$ cat src/ddrpin_params.svh
`ifndef DDRPIN_PARAMS_SVH
`define DDRPIN_PARAMS_SVH

// Address bit positions
`define DDRPIN_AP_BIT       10
`define DDRPIN_BC_BIT       12
`define DDRPIN_TDQS_BIT     11
// Mode register numbers on the bank inputs
`define DDRPIN_MR1          3'h1
`define DDRPIN_MR2          3'h2
// Termination select fields: MR1 A9,A6,A2 and MR2 A10:A9
`define DDRPIN_MR1_RTT_B0   2
`define DDRPIN_MR1_RTT_B1   6
`define DDRPIN_MR1_RTT_B2   9
`define DDRPIN_MR2_WR_LO    9
`define DDRPIN_MR2_WR_HI    10
// Burst beat counts
`define DDRPIN_BEATS_BC4    4'h4
`define DDRPIN_BEATS_BL8    4'h8
`define DDRPIN_BEAT_ZERO    4'h0
`define DDRPIN_BEAT_ONE     4'h1
// Reset values
`define DDRPIN_ADDR_RST     14'h0000
`define DDRPIN_BANK_RST     3'h0
`define DDRPIN_BYTE_RST     8'h00
`define DDRPIN_TERM_RST     12'h000

`endif

$ cat src/ddrpin_pkg.sv
package ddrpin_pkg;

  // Command code {cs_n, ras_n, cas_n, we_n}
  typedef enum logic [3:0] {
    DDRPIN_CMD_MRS = 4'b0000,
    DDRPIN_CMD_REF = 4'b0001,
    DDRPIN_CMD_PRE = 4'b0010,
    DDRPIN_CMD_ACT = 4'b0011,
    DDRPIN_CMD_WR  = 4'b0100,
    DDRPIN_CMD_RD  = 4'b0101,
    DDRPIN_CMD_ZQ  = 4'b0110,
    DDRPIN_CMD_NOP = 4'b0111
  } ddrpin_cmd_e;

  typedef enum logic [1:0] {
    DDRPIN_ST_IDLE  = 2'b00,
    DDRPIN_ST_WRITE = 2'b01,
    DDRPIN_ST_READ  = 2'b10,
    DDRPIN_ST_SELF  = 2'b11
  } ddrpin_state_e;

endpackage

$ cat src/ddrpin_mem.sv
`timescale 1ns/10ps
// Byte array with per-byte write strobe and registered read
module ddrpin_mem #(
  parameter int AW = 6
) (
  // Clock
  input  wire logic          clk_sys,
  // Write port
  input  wire logic          wr_en,
  input  wire logic [AW-1:0] wr_addr,
  input  wire logic [7:0]    wr_data,
  // Read port
  input  wire logic [AW-1:0] rd_addr,
  output logic      [7:0]    rd_data
);

  logic [7:0] mem [0:(1<<AW)-1];

  always_ff @(posedge clk_sys) begin
    if (wr_en) begin
      mem[wr_addr] <= wr_data;
    end
    rd_data <= mem[rd_addr];
  end

endmodule

$ cat src/ddrpin_sync.sv
`timescale 1ns/10ps
// Two-stage synchroniser for pin inputs
module ddrpin_sync #(
  parameter int WIDTH = 1
) (
  // Clock and reset
  input  wire logic             clk_sys,
  input  wire logic             arst_n,
  // Data
  input  wire logic [WIDTH-1:0] din,
  output logic      [WIDTH-1:0] dout
);

  logic [WIDTH-1:0] meta;

  always_ff @(posedge clk_sys or negedge arst_n) begin
    if (!arst_n) begin
      meta <= '0;
      dout <= '0;
    end else begin
      meta <= din;
      dout <= meta;
    end
  end

endmodule

$ cat src/ddrpin_top.sv
`timescale 1ns/10ps
// Function
// - Registered odt high turns termination on, low leaves it off.
// - Termination applies only to dq, strobe pair, dm/tdqs and tdqs_n.
// - Odt ignored when mode registers disable termination or in self refresh.
// - A write beat with dm high is not stored.
// - Data mask is sampled on both strobe edges; here dm_in is taken once per rising clk_sys edge.
// - MR1 A11 high gives tdqs pair strobe termination; low means dm.
// - Bank inputs pick bank, or mode register during mode set.
// - Address carries row, column or op-code depending on command.
// - Precharge with A10 low hits named bank, high hits all banks.
// - A12 low on read or write chops the burst.
// - Read strobe is edge aligned; write strobe centred in data; writes here have no strobe input, data taken on rising clk_sys.
// - Strobe is always a differential pair.
// - Reset low clears the interface asynchronously; contents treated lost.
// - Eight bidirectional data lines, driven by device only on reads.
// - Input-only pins have no termination.
// - Commands ignored while chip select is high.
// - Address and control sampled on the rising clock edge.
`include "ddrpin_params.svh"
module ddrpin_top
  import ddrpin_pkg::*;
#(
  parameter int COL_AW = 6
) (
  // Clock and reset
  input  wire logic        clk_sys,
  input  wire logic        arst_n,
  // Command and address pins
  input  wire logic        cke,
  input  wire logic        cs_n,
  input  wire logic        ras_n,
  input  wire logic        cas_n,
  input  wire logic        we_n,
  input  wire logic [2:0]  ba,
  input  wire logic [13:0] addr,
  input  wire logic        odt,
  // Data pins, one beat per rising edge of clk_sys in this model
  input  wire logic [7:0]  dq_in,
  output logic      [7:0]  dq_out,
  output logic             dq_oe_n,
  input  wire logic        dm_in,
  output logic             dqs_out,
  output logic             dqs_out_n,
  output logic             dqs_oe_n,
  // Status
  output logic             self_refresh,
  output logic             term_dq,
  output logic             term_dqs,
  output logic             term_dm_tdqs,
  output logic             term_tdqs_n,
  output logic             term_ca,
  output logic             tdqs_mode,
  output logic             auto_pre,
  output logic [2:0]       pre_bank,
  output logic             pre_all,
  output logic             pre_valid,
  output logic [13:0]      open_row,
  output logic [2:0]       mrs_sel,
  output logic [13:0]      mrs_op
);

  //------------------------------------------------------------
  // Pin synchronisers
  //------------------------------------------------------------
  logic [2:0]  ba_s;
  logic [13:0] addr_s;
  logic [7:0]  dq_s;
  logic        cke_s, cs_n_s, ras_n_s, cas_n_s, we_n_s, odt_s, dm_s;
  logic        cke_d;

  ddrpin_sync #(.WIDTH(32)) u_sync (
    .clk_sys (clk_sys),
    .arst_n  (arst_n),
    .din     ({cke, cs_n, ras_n, cas_n, we_n, odt, dm_in, ba, addr, dq_in}),
    .dout    ({cke_s, cs_n_s, ras_n_s, cas_n_s, we_n_s, odt_s, dm_s, ba_s, addr_s, dq_s})
  );

  //------------------------------------------------------------
  // Command decode
  //------------------------------------------------------------
  function automatic logic cmd_is(input logic [3:0] code, input ddrpin_cmd_e c);
    cmd_is = (code == c);
  endfunction

  wire [3:0] cmd_code = {cs_n_s, ras_n_s, cas_n_s, we_n_s};
  // Chip select high maps outside every code used below, so it is masked
  wire       cmd_live = cke_s && !cs_n_s;
  wire       is_act   = cmd_live && cmd_is(cmd_code, DDRPIN_CMD_ACT);
  wire       is_rd    = cmd_live && cmd_is(cmd_code, DDRPIN_CMD_RD);
  wire       is_wr    = cmd_live && cmd_is(cmd_code, DDRPIN_CMD_WR);
  wire       is_pre   = cmd_live && cmd_is(cmd_code, DDRPIN_CMD_PRE);
  wire       is_mrs   = cmd_live && cmd_is(cmd_code, DDRPIN_CMD_MRS);
  // Self refresh entry: refresh code with cke falling, seen only through the synchroniser
  wire       is_sre   = !cs_n_s && !cke_s && cke_d &&
                        cmd_is(cmd_code, DDRPIN_CMD_REF);
  wire       ap_bit   = addr_s[`DDRPIN_AP_BIT];
  wire       chop     = !addr_s[`DDRPIN_BC_BIT];
  wire [3:0] beats    = chop ? `DDRPIN_BEATS_BC4 : `DDRPIN_BEATS_BL8;

  //------------------------------------------------------------
  // Mode register shadows
  //------------------------------------------------------------
  logic [13:0] mr1, mr2;
  always_ff @(posedge clk_sys or negedge arst_n) begin
    if (!arst_n) begin
      mr1 <= `DDRPIN_ADDR_RST;
      mr2 <= `DDRPIN_ADDR_RST;
    end else if (is_mrs && ba_s == `DDRPIN_MR1) begin
      mr1 <= addr_s;
    end else if (is_mrs && ba_s == `DDRPIN_MR2) begin
      mr2 <= addr_s;
    end
  end

  wire rtt_nom_on = mr1[`DDRPIN_MR1_RTT_B0] | mr1[`DDRPIN_MR1_RTT_B1] |
                    mr1[`DDRPIN_MR1_RTT_B2];
  wire rtt_wr_on  = mr2[`DDRPIN_MR2_WR_LO] | mr2[`DDRPIN_MR2_WR_HI];
  wire tdqs_en    = mr1[`DDRPIN_TDQS_BIT];
  wire st_self;
  // Odt only counts when termination is enabled and not in self refresh
  wire odt_eff    = odt_s && (rtt_nom_on || rtt_wr_on) && !st_self;

  //------------------------------------------------------------
  // Burst state machine
  //------------------------------------------------------------
  ddrpin_state_e state, next_state;
  logic [3:0]    beat_cnt, next_beat_cnt;
  logic [2:0]    cur_bank;
  logic [COL_AW-1:0] col;
  assign st_self = (state == DDRPIN_ST_SELF);
  wire burst_last = (beat_cnt == `DDRPIN_BEAT_ONE);

  always_comb begin
    next_state    = state;
    next_beat_cnt = beat_cnt;
    unique case (state)
      DDRPIN_ST_IDLE: begin
        if (is_sre) begin
          next_state = DDRPIN_ST_SELF;
        end else if (is_wr) begin
          next_state    = DDRPIN_ST_WRITE;
          next_beat_cnt = beats;
        end else if (is_rd) begin
          next_state    = DDRPIN_ST_READ;
          next_beat_cnt = beats;
        end
      end
      DDRPIN_ST_WRITE, DDRPIN_ST_READ: begin
        next_beat_cnt = beat_cnt - `DDRPIN_BEAT_ONE;
        if (burst_last) begin
          next_state = DDRPIN_ST_IDLE;
        end
      end
      DDRPIN_ST_SELF: begin
        // Exit follows cke once it has crossed the synchroniser
        if (cke_s) begin
          next_state = DDRPIN_ST_IDLE;
        end
      end
    endcase
  end

  always_ff @(posedge clk_sys or negedge arst_n) begin
    if (!arst_n) begin
      state    <= DDRPIN_ST_IDLE;
      beat_cnt <= `DDRPIN_BEAT_ZERO;
      cke_d    <= 1'b0;
    end else begin
      state    <= next_state;
      beat_cnt <= next_beat_cnt;
      cke_d    <= cke_s;
    end
  end

  always_ff @(posedge clk_sys or negedge arst_n) begin
    if (!arst_n) begin
      cur_bank <= `DDRPIN_BANK_RST;
      col      <= '0;
    end else if (is_rd || is_wr) begin
      cur_bank <= ba_s;
      col      <= addr_s[COL_AW-1:0];
    end else if (state == DDRPIN_ST_READ || state == DDRPIN_ST_WRITE) begin
      col      <= col + COL_AW'(1);
    end
  end

  //------------------------------------------------------------
  // Storage
  //------------------------------------------------------------
  // Only the low column bits are kept; array is a behavioural stand-in
  wire                wr_beat = (state == DDRPIN_ST_WRITE) && !dm_s;
  wire [7:0]          rd_byte;
  wire [COL_AW-1:0]   rd_addr = (is_rd) ? addr_s[COL_AW-1:0] : col + COL_AW'(1);

  ddrpin_mem #(.AW(COL_AW)) u_mem (
    .clk_sys (clk_sys),
    .wr_en   (wr_beat),
    .wr_addr (col),
    .wr_data (dq_s),
    .rd_addr (rd_addr),
    .rd_data (rd_byte)
  );

  //------------------------------------------------------------
  // Data and strobe drivers
  //------------------------------------------------------------
  wire reading = (state == DDRPIN_ST_READ);
  always_ff @(posedge clk_sys or negedge arst_n) begin
    if (!arst_n) begin
      dq_out    <= `DDRPIN_BYTE_RST;
      dq_oe_n   <= 1'b1;
      dqs_out   <= 1'b0;
      dqs_out_n <= 1'b1;
      dqs_oe_n  <= 1'b1;
    end else begin
      dq_out    <= reading ? rd_byte : `DDRPIN_BYTE_RST;
      dq_oe_n   <= !reading;
      // Strobe toggles with each data beat, so edges line up with data
      dqs_out   <= reading ? !dqs_out : 1'b0;
      dqs_out_n <= reading ? dqs_out : 1'b1;
      dqs_oe_n  <= !reading;
    end
  end

  //------------------------------------------------------------
  // Termination and command status
  //------------------------------------------------------------
  always_ff @(posedge clk_sys or negedge arst_n) begin
    if (!arst_n) begin
      {term_dq, term_dqs, term_dm_tdqs, term_tdqs_n} <= 4'h0;
      term_ca      <= 1'b0;
      tdqs_mode    <= 1'b0;
      self_refresh <= 1'b0;
    end else begin
      term_dq      <= odt_eff;
      term_dqs     <= odt_eff;
      term_dm_tdqs <= odt_eff;
      term_tdqs_n  <= odt_eff && tdqs_en;
      term_ca      <= 1'b0;
      tdqs_mode    <= tdqs_en;
      self_refresh <= (next_state == DDRPIN_ST_SELF);
    end
  end

  always_ff @(posedge clk_sys or negedge arst_n) begin
    if (!arst_n) begin
      auto_pre  <= 1'b0;
      pre_bank  <= `DDRPIN_BANK_RST;
      pre_all   <= 1'b0;
      pre_valid <= 1'b0;
      open_row  <= `DDRPIN_ADDR_RST;
      mrs_sel   <= `DDRPIN_BANK_RST;
      mrs_op    <= `DDRPIN_ADDR_RST;
    end else begin
      // Auto precharge fires on the last beat of the burst
      pre_valid <= is_pre || (burst_last && auto_pre &&
                   (state == DDRPIN_ST_READ || state == DDRPIN_ST_WRITE));
      pre_all   <= is_pre && ap_bit;
      if (is_pre) begin
        pre_bank <= ba_s;
      end else if (burst_last) begin
        pre_bank <= cur_bank;
      end
      if (is_rd || is_wr) begin
        auto_pre <= ap_bit;
      end
      if (is_act) begin
        open_row <= addr_s;
      end
      if (is_mrs) begin
        mrs_sel <= ba_s;
        mrs_op  <= addr_s;
      end
    end
  end
endmodule
$ cat config.mk
export PLATFORM = sky130hd
export DESIGN_NAME = ddrpin_top
export DESIGN_NICKNAME = d
export VERILOG_FILES = /design/src/ddrpin_pkg.sv /design/src/ddrpin_mem.sv /design/src/ddrpin_sync.sv /design/src/ddrpin_top.sv
export VERILOG_INCLUDE_DIRS = /design/src /design/src/src
export SDC_FILE = /design/constraint.sdc
export NUM_CORES = 1
export LEC_CHECK = 0
export BUFFER_PORTS_ARGS = -buffer_cell sky130_fd_sc_hd__buf_2
export CORE_MARGIN = 2
export CORE_UTILIZATION = 50
export CTS_BUF_LIST = sky130_fd_sc_hd__clkbuf_4 sky130_fd_sc_hd__clkbuf_8 sky130_fd_sc_hd__clkbuf_16
export CTS_CLUSTER_DIAMETER = 40
export DETAILED_ROUTE_END_ITERATION = 10
export PLACE_DENSITY = 0.71
export SYNTH_ARGS = -nofsm -noshare
export SYNTH_HDL_FRONTEND = slang
export SYNTH_SLANG_ARGS = --single-unit
export TNS_END_PERCENT = 10
$ cat constraint.sdc
create_clock -name clk_sys -period 6.2 [get_ports clk_sys]
set_input_delay 1.24 -clock clk_sys [delete_from_list [all_inputs] [get_ports clk_sys]]
set_output_delay 1.24 -clock clk_sys [all_outputs]
set_load 0.05 [all_outputs]
# Yosys cells after proc, flatten, opt, wreduce, memory -nomap -nowiden

Memory sizes are Yosys's and may differ from the RTL's. A register that Yosys moved wholly into a read port is not among the register bits.
Index checks and enable logic that the tools add are counted.

Register bits: 155
Bits in latches: 0
Bits in writable memories: 512
Bits in read-only memories: 0
Input port bits: 34
Output and inout bits: 56
Word-level logic and storage cells: 102
Memories kept: 1

Add/sub/neg operators: 2
Multipliers: 0
Divide/modulo/power cells: 0
Magnitude comparators: 0
Eq/ne operators: 14
Shift-type cells: 0
Muxes and demuxes: 21
Bitwise gates (word level): 4
Reduce and logical (&&, ||, !) cells: 36

Memory list:

| name      | depth | bits a word | rd ports | clocked after Yosys merged registers in | write ports | RTL line         | source |
|---|---|---|---|---|---|---|---|
| u_mem.mem | 64    | 8           | 1        | 1                                       | 1           | ddrpin_mem.sv:17 | `logic [7:0] mem [0:(1<<AW)-1];` |

Operators by type and width:

| cell                | number |
|---|---|
| $logic_and 1x1->1   | 18 |
| $mux 6              | 3 |
| $mux 4              | 4 |
| $mux 2              | 5 |
| $eq 4x1->1 const B  | 2 |
| $eq 4x2->1 const B  | 2 |
| $eq 4x3->1 const B  | 2 |
| $mux 8              | 1 |
| $pmux 4 s2          | 1 |
| $add 6x1->6 const B | 1 |
| $eq 2x2->1 const B  | 3 |
| $logic_not 1->1     | 6 |
| $mux 3              | 2 |
| $pmux 2 s3          | 1 |
| $reduce_bool 2->1   | 3 |
| $logic_not 4->1     | 1 |
| $logic_or 1x1->1    | 4 |
| $mux 1              | 4 |
| $sub 4x1->4 const B | 1 |
| $eq 3x1->1 const B  | 1 |
| $eq 3x2->1 const B  | 1 |
| $ne 3x3->1 const B  | 1 |
| $or 1x1->1          | 3 |
| $reduce_and 3->1    | 1 |
| 6 further kinds     | 6 |

# Longest topological paths before layout

Gate-level depths: netlist (run 1).

Depth in word-level cells: 8
Gate-level depth with buffers: 13
Mapped depth without buffers: 9

# By module

From an unflattened synthesis (run 1), not the netlist that was laid out.

Cell total of the unflattened synthesis: 1,277
Area, all modules: 25,079.1 um^2

Modules (own cells, without submodules):

| module      | instances | cells each | area each (um^2) |
|---|---|---|---|
| ddrpin_mem  | 1         | 940        | 20,166.8 |
| ddrpin_top  | 1         | 273        | 3,310.7 |
| ddrpin_sync | 1         | 64         | 1,601.5 |

# Worst setup path after synthesis (run 1)

Ideal clock, no wire load.

Path type: register to register
From: register u_sync.dout[28]
To: register u_mem.rd_data[6] (read register of u_mem.mem)
Library setup time: 0.134 ns
Arrival: 2.316 ns
Data required time: 6.066 ns
Slack: 3.750 ns
Cell stages (with the launch flop): 12
Path buffers: 3
Period minus slack after synthesis: 2.450 ns
Path through: dfrtp_1 nand4bb_1 buf_2 o21ai_2 buf_6 nand2_4 buf_6 a211oi_1 a311oi_1 nor4_1 nor2_1 or4_1

Cells in the longest elaborated chain, start to end: 3

Ends and longest elaborated chain:

| item                   | RTL line          | source |
|---|---|---|
| from (decl)            | ddrpin_sync.sv:11 | `output logic [WIDTH-1:0] dout` |
| from (signal assigned) | ddrpin_sync.sv:22 | `dout <= meta;` |
| $eq 4x3->1             | ddrpin_top.sv:83  | `cmd_is = (code == c);` |
| $logic_and 1x1->1      | ddrpin_top.sv:90  | `wire is_rd = cmd_live && cmd_is(cmd_code, DDRPIN_CMD_RD);` |
| $mux 6                 | ddrpin_top.sv:194 | `wire [COL_AW-1:0] rd_addr = (is_rd) ? addr_s[COL_AW-1:0] : col + COL_AW'(1);` |
| to (decl)              | ddrpin_mem.sv:14  | `output logic [7:0] rd_data` |

No other way between the ends.
A chain may end at the register's enable or synchronous reset.

# Worst setup path in the final report (run 1)

From: register u_sync.dout[28]
To: register u_mem.rd_data[1] (read register of u_mem.mem)

The elaborated chain is that of the path after synthesis.

==> results of run 1 <==
[state kept, by name, indices dropped and copies added, names as in the netlist, 4 cells and up]
register       count
u_sync.dout       32
mrs_op            14
u_mem.rd_data      8
dq_out             8
beat_cnt           4
col                6
open_row          14
u_sync.meta       32
mr1                4
u_mem.mem        512
[power by group]
group          switching (mW)  internal, mW
combinational            3.42          1.39
sequential              0.189          4.96
clock                    1.83          2.73
[per-layer routing]
layer	share of wire [%]	routed length [um]	vias up	global-route usage [%]
li1	-	-	7086	-
met1	41	25200	7991	33.0
met2	47	29200	798	36.5
met3	8.8	5460	141	4.48
met4	3.7	2280	2	9.46
met5	0.021	13	-	0
[worst max-delay path, stage by stage (launching register included)]
cell and delay (ns):
dfrtp_1 0.42, nand4bb_1 0.63, or3_1 0.74, and2_4 0.49
buf_12 0.39, a211oi_1 0.31, a311oi_1 0.10, a2111oi_0 0.71
a22o_1 0.37, a211oi_1 0.08
[through the flow]
step / std cells / utilization [%] / power (mW) / cell area (um2) / hold slack (ns)
5_1_grt: 2666 / 58.0 / 15.1 / 29200 / 0.352
6_report: 2669 / 58.0 / 14.5 / 29200 / 0.346
3_3_place_gp: 2525 / 52.8 / 9.86 / 26600 / 0.332
2_1_floorplan: 1863 / - / 8.47 / 25600 / 0.331
3_5_place_dp: 2525 / 52.8 / 9.95 / 26600 / 0.335
4_1_cts: 2666 / 58.0 / 14.5 / 29200 / 0.347
[kinds of logic (layout without fill, tap and decap cells)]
family                   after synthesis  in the layout  synth area share (%)
AO/OA/AOI/OAI                        270            270                  8.05
XOR/XNOR                              10             10                 0.342
adder cells (fa/ha/maj)                8              8                 0.390
buffers and inverters                141            272                  2.82
flip-flops                           658            658                  74.1
multiplexers                          41             41                  1.76
other                                  1              4                0.0146
AND/OR/NAND/NOR                      734            734                  12.6
[final timing paths]
check                                     start               end  cells after the start
min in group asynchronous                arst_n   u_sync.meta[17]                      1
max in group asynchronous                arst_n   u_sync.meta[15]                      2
worst max register to register  u_sync.dout[28]  u_mem.rd_data[1]                      9
worst min register to register  u_sync.meta[26]   u_sync.dout[26]                      0
worst max-delay path            u_sync.dout[28]  u_mem.rd_data[1]                      9
worst min-delay path            u_sync.meta[26]   u_sync.dout[26]                      0
[cell type report]
cell class	instances	area [um2]
timing repair buffer	119	704
multi-input combinational	1064	5990
sequential	658	19000
fill	3853	21200
clock buffer	97	2130
inverter	12	45.0
antenna	3	7.51
clock inverter	44	483
tap	672	841
[placed cells by master (no fill, tap or decap), types with 8 or more instances in the layout]
master / Yosys / layout
and3_1: 89 / 89
nand3_1: 71 / 70
a2111oi_0: 13 / 11
a311oi_1: 89 / 89
clkbuf_4: 0 / 13
dfrtp_2: 0 / 8
dfrtp_1: 136 / 128
mux2_2: 33 / 33
a22o_1: 8 / 8
dfxtp_1: 8 / 8
buf_2: 61 / 87
mux2i_1: 8 / 8
edfxtp_1: 512 / 512
clkinv_2: 0 / 10
clkbuf_16: 0 / 78
inv_1: 11 / 11
inv_6: 0 / 12
a211oi_1: 65 / 65
a31oi_1: 32 / 32
buf_4: 17 / 29
ha_1: 8 / 8
o21ai_0: 21 / 21
nor2_1: 99 / 99
a21oi_1: 17 / 17
and2_1: 13 / 11
nand2_1: 425 / 424
==> qor.txt, run 1 <==
outcome - completed
DP HPWL - 36900 um
Worst R2R Setup Slack - 1.74 ns
maxcap violations - 0
IO Port Bufs - 88
drt first-iter violations - 1931
GR Overflow Total - 0
Hold Violations, Final - 0
largest net degree at the start of global routing - 113
Starting Density - 50.9%
TritonCTS clock tree - done
Die Footprint - 0.0531 mm2
Worst-path clk slew - 0.06 ns
Worst Path Arrival - 4.91 ns
CP Capture Type - flop
measured slew at the worst slew-check pin - 1.41 ns
vias - 16018
fin crit period - 4.46 ns
Post-route DRC - 0
synthesis-stage register bit count - 658
pre-CTS WS - 1.79 ns
max-slew violations - 0
core box area - 0.0504 mm2
leak pwr - 10.6 nW
final setup violating endpoints - 0
Final Cycle Share - 72.0%
DRT Pass-1 Iters - 5
Commonest cells post-synth - 512 x edfxtp_1, 425 x nand2_1, 136 x dfrtp_1
maximum fanout along the worst path - 112
wirelength, routed - 62200 um
Post-Syn Nets - 1905
layout cells sized above 1 - 15.9%
peak supply drop - 408 uV
Fmax - 0.224 GHz
vias in the first global route - 15605
Clock Latency Late Sink - 0.61 ns
Total Neg Setup Slack - 0 ns
Netlist cell types - 56
Synth top area share - 60.0%
EDFF count, synth - 512
top cell type by total area after synthesis - edfxtp_1
CTS-repair resized insts - 0
gr usage total - 23.5%
Hold Path Class - reg -> reg
Area Growth Syn to Fin - 13.9%
Sink Count - 658
worst setup margin - 1.74 ns
crit path launch type - flop
Power Density - 497 mW/mm2
Rel. slew slack - 3.32%
antenna violations before repair - 2
chip height - 230 um
first-pass GRT wire length - 94300 um
clock skew - 0.0214 ns
gpl congestion - 0.859
most frequent cell after synthesis - edfxtp_1
WS Path Type - reg -> reg
FP Rows - 82
Mapped Area - 0.0256 mm2
post-CTS setup buffer count - 0
cts bufs inserted - 76
layout net count - 1973
hold buffers post-CTS - 0
clk buf depth - 3
Die W - 230 um
routed len/inst - 23.3 um
Synth area leaders - edfxtp_1 60%, dfrtp_1 13%, nand2_1 6.2%
Routed Antenna Nets - 0
post-synthesis sequential area ratio - 74.1%
worst path required time - 6.65 ns
H-tree levels - 3
Cells after Synth - 1863
Most used DFF post-synth - edfxtp_1
drt via density - 6.00
RSZ-0062 raised after global routing - no
syn avg cell area - 13.8 um2
YS warnings - 0
Post-synth ARST share - 21.0%
Root Buffer Master - clkbuf_16
Ports - 90
(Power assumes the default switching activity.)
==> run 2: changes to the inputs <==
==> constraint.sdc (replaced) <==
create_clock -name clk_sys -period 4.55 [get_ports clk_sys]
set_input_delay 0.91 -clock clk_sys [delete_from_list [all_inputs] [get_ports clk_sys]]
set_output_delay 0.91 -clock clk_sys [all_outputs]
set_load 0.05 [all_outputs]
==> run 2 against run 1 <==
The flow now finishes with violations (max-capacitance violations, max-slew violations). Die area did not move. Maximum frequency rose by 0.31%. Non-clock buffer count rose by 21. Routed wire length fell by 0.23%. Setup slack got worse by 1.6 ns. Flip-flop and latch count did not move. Global-route usage fell by 0.15 points. Power rose by 37%. Largest cell class unchanged.
==> qor.txt, run 2 (synthesized netlist as in run 1, its figures left out) <==
failing checks - max-capacitance violations, max-slew violations
Fmax - 0.225 GHz (+0.31%)
clock skew - 0.0230 ns (+0.00169 ns)
Area Growth Syn to Fin - 14.2%
vias - 16107 (+0.56%)
Clock Latency Late Sink - 0.62 ns (about the same)
drt via density - 6.01 (about the same)
largest net degree at the start of global routing - 107 (-5.3%)
FP Rows - 82 (unchanged)
max-slew violations - 1 (+1)
WL met2 - 29200 um (-0.16%)
Regs by FF count - u_mem.mem x512, u_sync.dout x32, u_sync.meta x32
TritonCTS clock tree - done
RSZ-0062 raised after global routing - no
Ports - 90 (unchanged)
Power Density - 679 mW/mm2 (+36%)
chip height - 230 um (unchanged)
layout cells sized above 1 - 16.5% (+0.54 points)
H-tree levels - 3 (unchanged)
Post-route DRC - 0 (unchanged)
leak pwr - 10.7 nW (+0.59%)
GR Overflow Total - 0 (unchanged)
CP Capture Type - flop
final setup violating endpoints - 0 (unchanged)
most frequent cells in the layout - 512 x edfxtp_1, 424 x nand2_1, 128 x dfrtp_1
Reg2Reg Launch Point - u_sync.dout[28]
DP HPWL - 37400 um (+1.5%)
hold buffers post-CTS - 0 (unchanged)
first-pass GRT wire length - 94100 um (-0.18%)
maxcap violations - 1 (+1)
outcome - finished, violations left
Final Cycle Share - 97.8% (+26 points)
Worst Path Arrival - 4.90 ns (about the same)
core box area - 0.0504 mm2 (unchanged)
Root Buffer Master - clkbuf_16
antenna violations before repair - 2 (unchanged)
CTS-repair resized insts - 0 (unchanged)
cts bufs inserted - 72 (-5.3%)
Hold Path Class - reg -> reg
Starting Density - 50.9% (unchanged)
max reg flops - 512 (unchanged)
Die W - 230 um (unchanged)
routed len/inst - 23.1 um (-0.72%)
Reg with most FFs - u_mem.mem
measured slew at the worst slew-check pin - 1.48 ns (+0.0628 ns)
startpoint of the worst hold path - u_sync.meta[6]
wire length on met3 - 5410 um (-0.99%)
Routed Antenna Nets - 0 (unchanged)
maximum fanout along the worst path - 15 (-87%)
Hold Violations, Final - 0 (unchanged)
Final Power - 19.9 mW (+37%)
WS Path Type - reg -> reg
gpl congestion - 0.859 (about the same)
drt first-iter violations - 1998 (+3.5%)
worst path required time - 5.00 ns (-1.65 ns)
DRT Pass-1 Iters - 6 (+1)
Sink Count - 658 (unchanged)
M1 WL - 24900 um (-1.2%)
clk buf depth - 3 (unchanged)
Die Footprint - 0.0531 mm2 (unchanged)
Rel. slew slack - -0.972% (-4.3 points)
CP startpoint - u_sync.dout[28]
Total Neg Setup Slack - 0 ns (unchanged)
fin crit period - 4.45 ns (-0.0139 ns)
crit path launch type - flop
wirelength, routed - 62000 um (-0.23%)
peak supply drop - 473 uV (+16%)
post-CTS setup buffer count - 0 (unchanged)
gr usage total - 23.4% (-0.15 points)
fillers - 3852 (-0.026%)
top routing layer used - met5
most common cell after layout, fill and taps aside - edfxtp_1
vias in the first global route - 15950 (+2.2%)
Worst-path clk slew - 0.06 ns (about the same)
IO Port Bufs - 88 (unchanged)
layout net count - 1990 (+0.86%)
run 2: final cells by class:
cell class	count	area [um2]	share of cell area (%)
antenna	2	5.00	0.0171
timing repair buffer	140	887	3.03
clock buffer	100	2090	7.14
sequential	658	19000	64.9
tap	672	841	2.87
multi-input combinational	1064	5980	20.4
clock inverter	34	427	1.46
inverter	12	45.0	0.154
run 2: report_power, final:
part	total (mW)	switching (mW)	leakage, nW	internal, mW
clock	6.02	2.40	1.25	3.62
sequential	7.01	0.249	6.35	6.76
combinational	6.84	4.70	3.07	2.14
total	19.9	7.35	10.7	12.5
run 2: critical path, cell delays in order (launching register included):
cell	delay (ns)
dfrtp_1	0.44
and4bb_1	0.62
a21boi_1	0.27
a32oi_2	0.84
buf_4	0.36
a311oi_1	0.13
a2111oi_0	1.25
buf_4	0.29
a211oi_1	0.08
run 2: final timing paths:
path / slack [ns] / endpoint / depth (start not counted)
worst max-delay path: 0.10 / u_mem.rd_data[0] / 8
worst min-delay path: 0.35 / u_sync.dout[6] / 0
worst max register to register: 0.10 / u_mem.rd_data[0] / 8
worst min register to register: 0.35 / u_sync.dout[6] / 0
max in group asynchronous: 3.13 / dqs_out_n / 2
min in group asynchronous: 0.41 / u_sync.dout[18] / 1
run 2: routing by layer:
metal  up-vias  track usage (%)
met2       799             36.4
met3       158             4.72
met5         -                0
li1       7118                -
met1      8030             32.2
met4         2             10.2
run 2: through the flow:
step                      hold WS, ns  area, um2  utilization, %  setup WS, ns  cells
after global placement          0.331      26800            53.1         0.653   2546
final                           0.346      29300            58.1         0.102   2682
after CTS                       0.345      29300            58.1         0.444   2680
after floorplan                 0.331      25600               -          2.10   1863
after global routing            0.347      29300            58.1         0.159   2682
after detailed placement        0.335      26800            53.1         0.506   2546
==> run 3: changes to the inputs <==
--- a/config.mk
+++ b/config.mk
@@ -6,13 +6,13 @@
 export SDC_FILE = /design/constraint.sdc
 export NUM_CORES = 1
 export LEC_CHECK = 0
-export BUFFER_PORTS_ARGS = -buffer_cell sky130_fd_sc_hd__buf_2
+export BUFFER_PORTS_ARGS = -buffer_cell sky130_fd_sc_hd__clkbuf_2
 export CORE_MARGIN = 2
 export CORE_UTILIZATION = 50
 export CTS_BUF_LIST = sky130_fd_sc_hd__clkbuf_4 sky130_fd_sc_hd__clkbuf_8 sky130_fd_sc_hd__clkbuf_16
 export CTS_CLUSTER_DIAMETER = 40
 export DETAILED_ROUTE_END_ITERATION = 10
-export PLACE_DENSITY = 0.71
+export PLACE_DENSITY = 0.74
 export SYNTH_ARGS = -nofsm -noshare
 export SYNTH_HDL_FRONTEND = slang
 export SYNTH_SLANG_ARGS = --single-unit
==> run 3 against run 2 <==
The run now ends clean. Routed wire length up 4.0%. Hold slack improved by 0.00092 ns. Final cell count is 0.15% higher. Clock skew fell by 0.0033 ns. Clock power is 3% higher. Die area unchanged. Register-to-register slack better by 0.34 ns. Setup slack gained 0.34 ns. First-iteration DRC count grew 9.8%. Utilization increased by 0.20 points. Critical path depth up 2.
==> qor.txt, run 3 (synthesized netlist as in run 1, its figures left out) <==
outcome - completed
Power Density - 690 mW/mm2 (+1.6%)
gr usage total - 24.3% (+0.92 points)
Starting Density - 50.9% (unchanged)
wirelength, routed - 64500 um (+4.0%)
Final Power - 20.3 mW (+2.0%)
DP HPWL - 38400 um (+2.4%)
vias in the first global route - 16347 (+2.5%)
H-tree levels - 3 (unchanged)
hold buffers post-CTS - 0 (unchanged)
core box area - 0.0504 mm2 (unchanged)
clk buf depth - 3 (unchanged)
drt via density - 6.15 (+2.5%)
DRT Pass-1 Iters - 5 (-1)
Rel. slew slack - 13.2% (+14 points)
Final Cycle Share - 90.3% (-7.5 points)
drt first-iter violations - 2194 (+9.8%)
Post-route DRC - 0 (unchanged)
CP max stage delay - 0.95 ns (-0.30 ns)
Die W - 230 um (unchanged)
Clock Latency Late Sink - 0.60 ns (-0.02 ns)
max reg flops - 512 (unchanged)
CP Capture Type - flop
FP Rows - 82 (unchanged)
crit path launch type - flop
antenna violations before repair - 1 (-1)
final setup violating endpoints - 0 (unchanged)
CTS-repair resized insts - 0 (unchanged)
worst path required time - 4.98 ns (-0.02 ns)
WS Path Type - reg -> reg
most frequent cells in the layout - 512 x edfxtp_1, 424 x nand2_1, 128 x dfrtp_1
Crit path max-delay family - compound AO/OA/AOI/OAI gates
Critical Path, Cell by Cell - and4bb_1, buf_4, a21boi_1, a32oi_2, buf_4, a311oi_1, a2111oi_0, buf_4, a22o_1, a311oi_1
max-slew violations - 0 (-1)
largest net degree at the start of global routing - 112 (+4.7%)
IO Port Bufs - 88 (unchanged)
fin crit period - 4.11 ns (-0.341 ns)
first-pass GRT wire length - 97000 um (+3.1%)
Worst-path clk slew - 0.06 ns (about the same)
chip height - 230 um (unchanged)
Root Buffer Master - clkbuf_16
Worst Path Arrival - 4.54 ns (-0.36 ns)
maximum fanout along the worst path - 26 (+11)
vias - 16532 (+2.6%)
clock skew - 0.0198 ns (-0.00328 ns)
Routed Antenna Nets - 0 (unchanged)
RSZ-0062 raised after global routing - no
Reg with most FFs - u_mem.mem
GR Overflow Total - 0 (unchanged)
Die Footprint - 0.0531 mm2 (unchanged)
Ports - 90 (unchanged)
gpl congestion - 0.900 (+4.8%)
Slowest cell on crit path - a32oi_2
CP most frequent cell - buf_4
Buffers & Inverters on Critical Path - 3 (+1)
fillers - 3773 (-2.1%)
maxcap violations - 0 (-1)
measured slew at the worst slew-check pin - 1.28 ns (-0.192 ns)
Sink Count - 658 (unchanged)
TritonCTS clock tree - done
peak supply drop - 453 uV (-4.3%)
routed len/inst - 24.0 um (+3.9%)
Area Growth Syn to Fin - 14.6%
most common cell after layout, fill and taps aside - edfxtp_1
layout cells sized above 1 - 16.4% (-0.082 points)
layout net count - 1996 (+0.30%)
Regs by FF count - u_mem.mem x512, u_sync.dout x32, u_sync.meta x32
Hold Violations, Final - 0 (unchanged)
leak pwr - 10.7 nW (+0.51%)
cts bufs inserted - 74 (+2.8%)
Fmax - 0.243 GHz (+8.3%)
post-CTS setup buffer count - 0 (unchanged)
Hold Path Class - reg -> reg
Total Neg Setup Slack - 0 ns (unchanged)
Min Hold Slack - 0.347 ns (+0.000921 ns)
==> run 3: cell type report <==
type	instances	area [um2]	area share (%)
multi-input combinational	1064	5980	20.4
sequential	658	19000	64.7
tap	672	841	2.86
antenna	2	5.00	0.0170
timing repair buffer	144	905	3.08
clock inverter	36	427	1.45
clock buffer	98	2170	7.40
inverter	12	45.0	0.153
==> run 3: path summary, 6_finish.rpt <==
| check | start | end | slack (ns) | cells past startpoint |
|---|---|---|---|---|
| max | u_sync.dout[28] | u_mem.rd_data[4] | 0.44 | 10 |
| min | u_sync.meta[12] | u_sync.dout[12] | 0.35 | 0 |
| max reg2reg | u_sync.dout[28] | u_mem.rd_data[4] | 0.44 | 10 |
| min reg2reg | u_sync.meta[12] | u_sync.dout[12] | 0.35 | 0 |
| max in group asynchronous | arst_n | u_sync.dout[18] | 3.15 | 2 |
| min in group asynchronous | arst_n | u_sync.meta[22] | 0.45 | 1 |
==> run 3: worst register-to-register path, cell delays in order (launching register included) <==
cell and delay, ns:
dfrtp_1 0.42, and4bb_1 0.32, buf_4 0.30, a21boi_1 0.21
a32oi_2 0.95, buf_4 0.33, a311oi_1 0.06, a2111oi_0 0.90
buf_4 0.25, a22o_1 0.14, a311oi_1 0.06
==> run 3: metal layers <==
layer	global-route usage, %	up-vias	part of all wire [%]
met3	5.36	186	10
met1	32.7	8219	38
li1	-	7118	-
met4	10.4	2	4.4
met5	0	-	0.016
met2	38.3	1007	47
==> run 3: report_power, final <==
group | leakage (nW) | switching [mW] | internal [mW] | total [mW]
clock network | 1.29 | 2.37 | 3.84 | 6.21
logic | 3.08 | 4.84 | 2.16 | 7.01
registers | 6.35 | 0.280 | 6.76 | 7.04
total | 10.7 | 7.50 | 12.8 | 20.3
==> run 3: stage by stage <==
step	util, %	setup slack, ns	std cells	instance area (um2)
floorplan	-	2.10	1863	25600
global placement	53.2	0.670	2550	26800
detailed placement	53.2	0.629	2550	26800
CTS	58.3	0.578	2684	29400
global route	58.3	0.351	2684	29400
finish	58.3	0.443	2686	29400
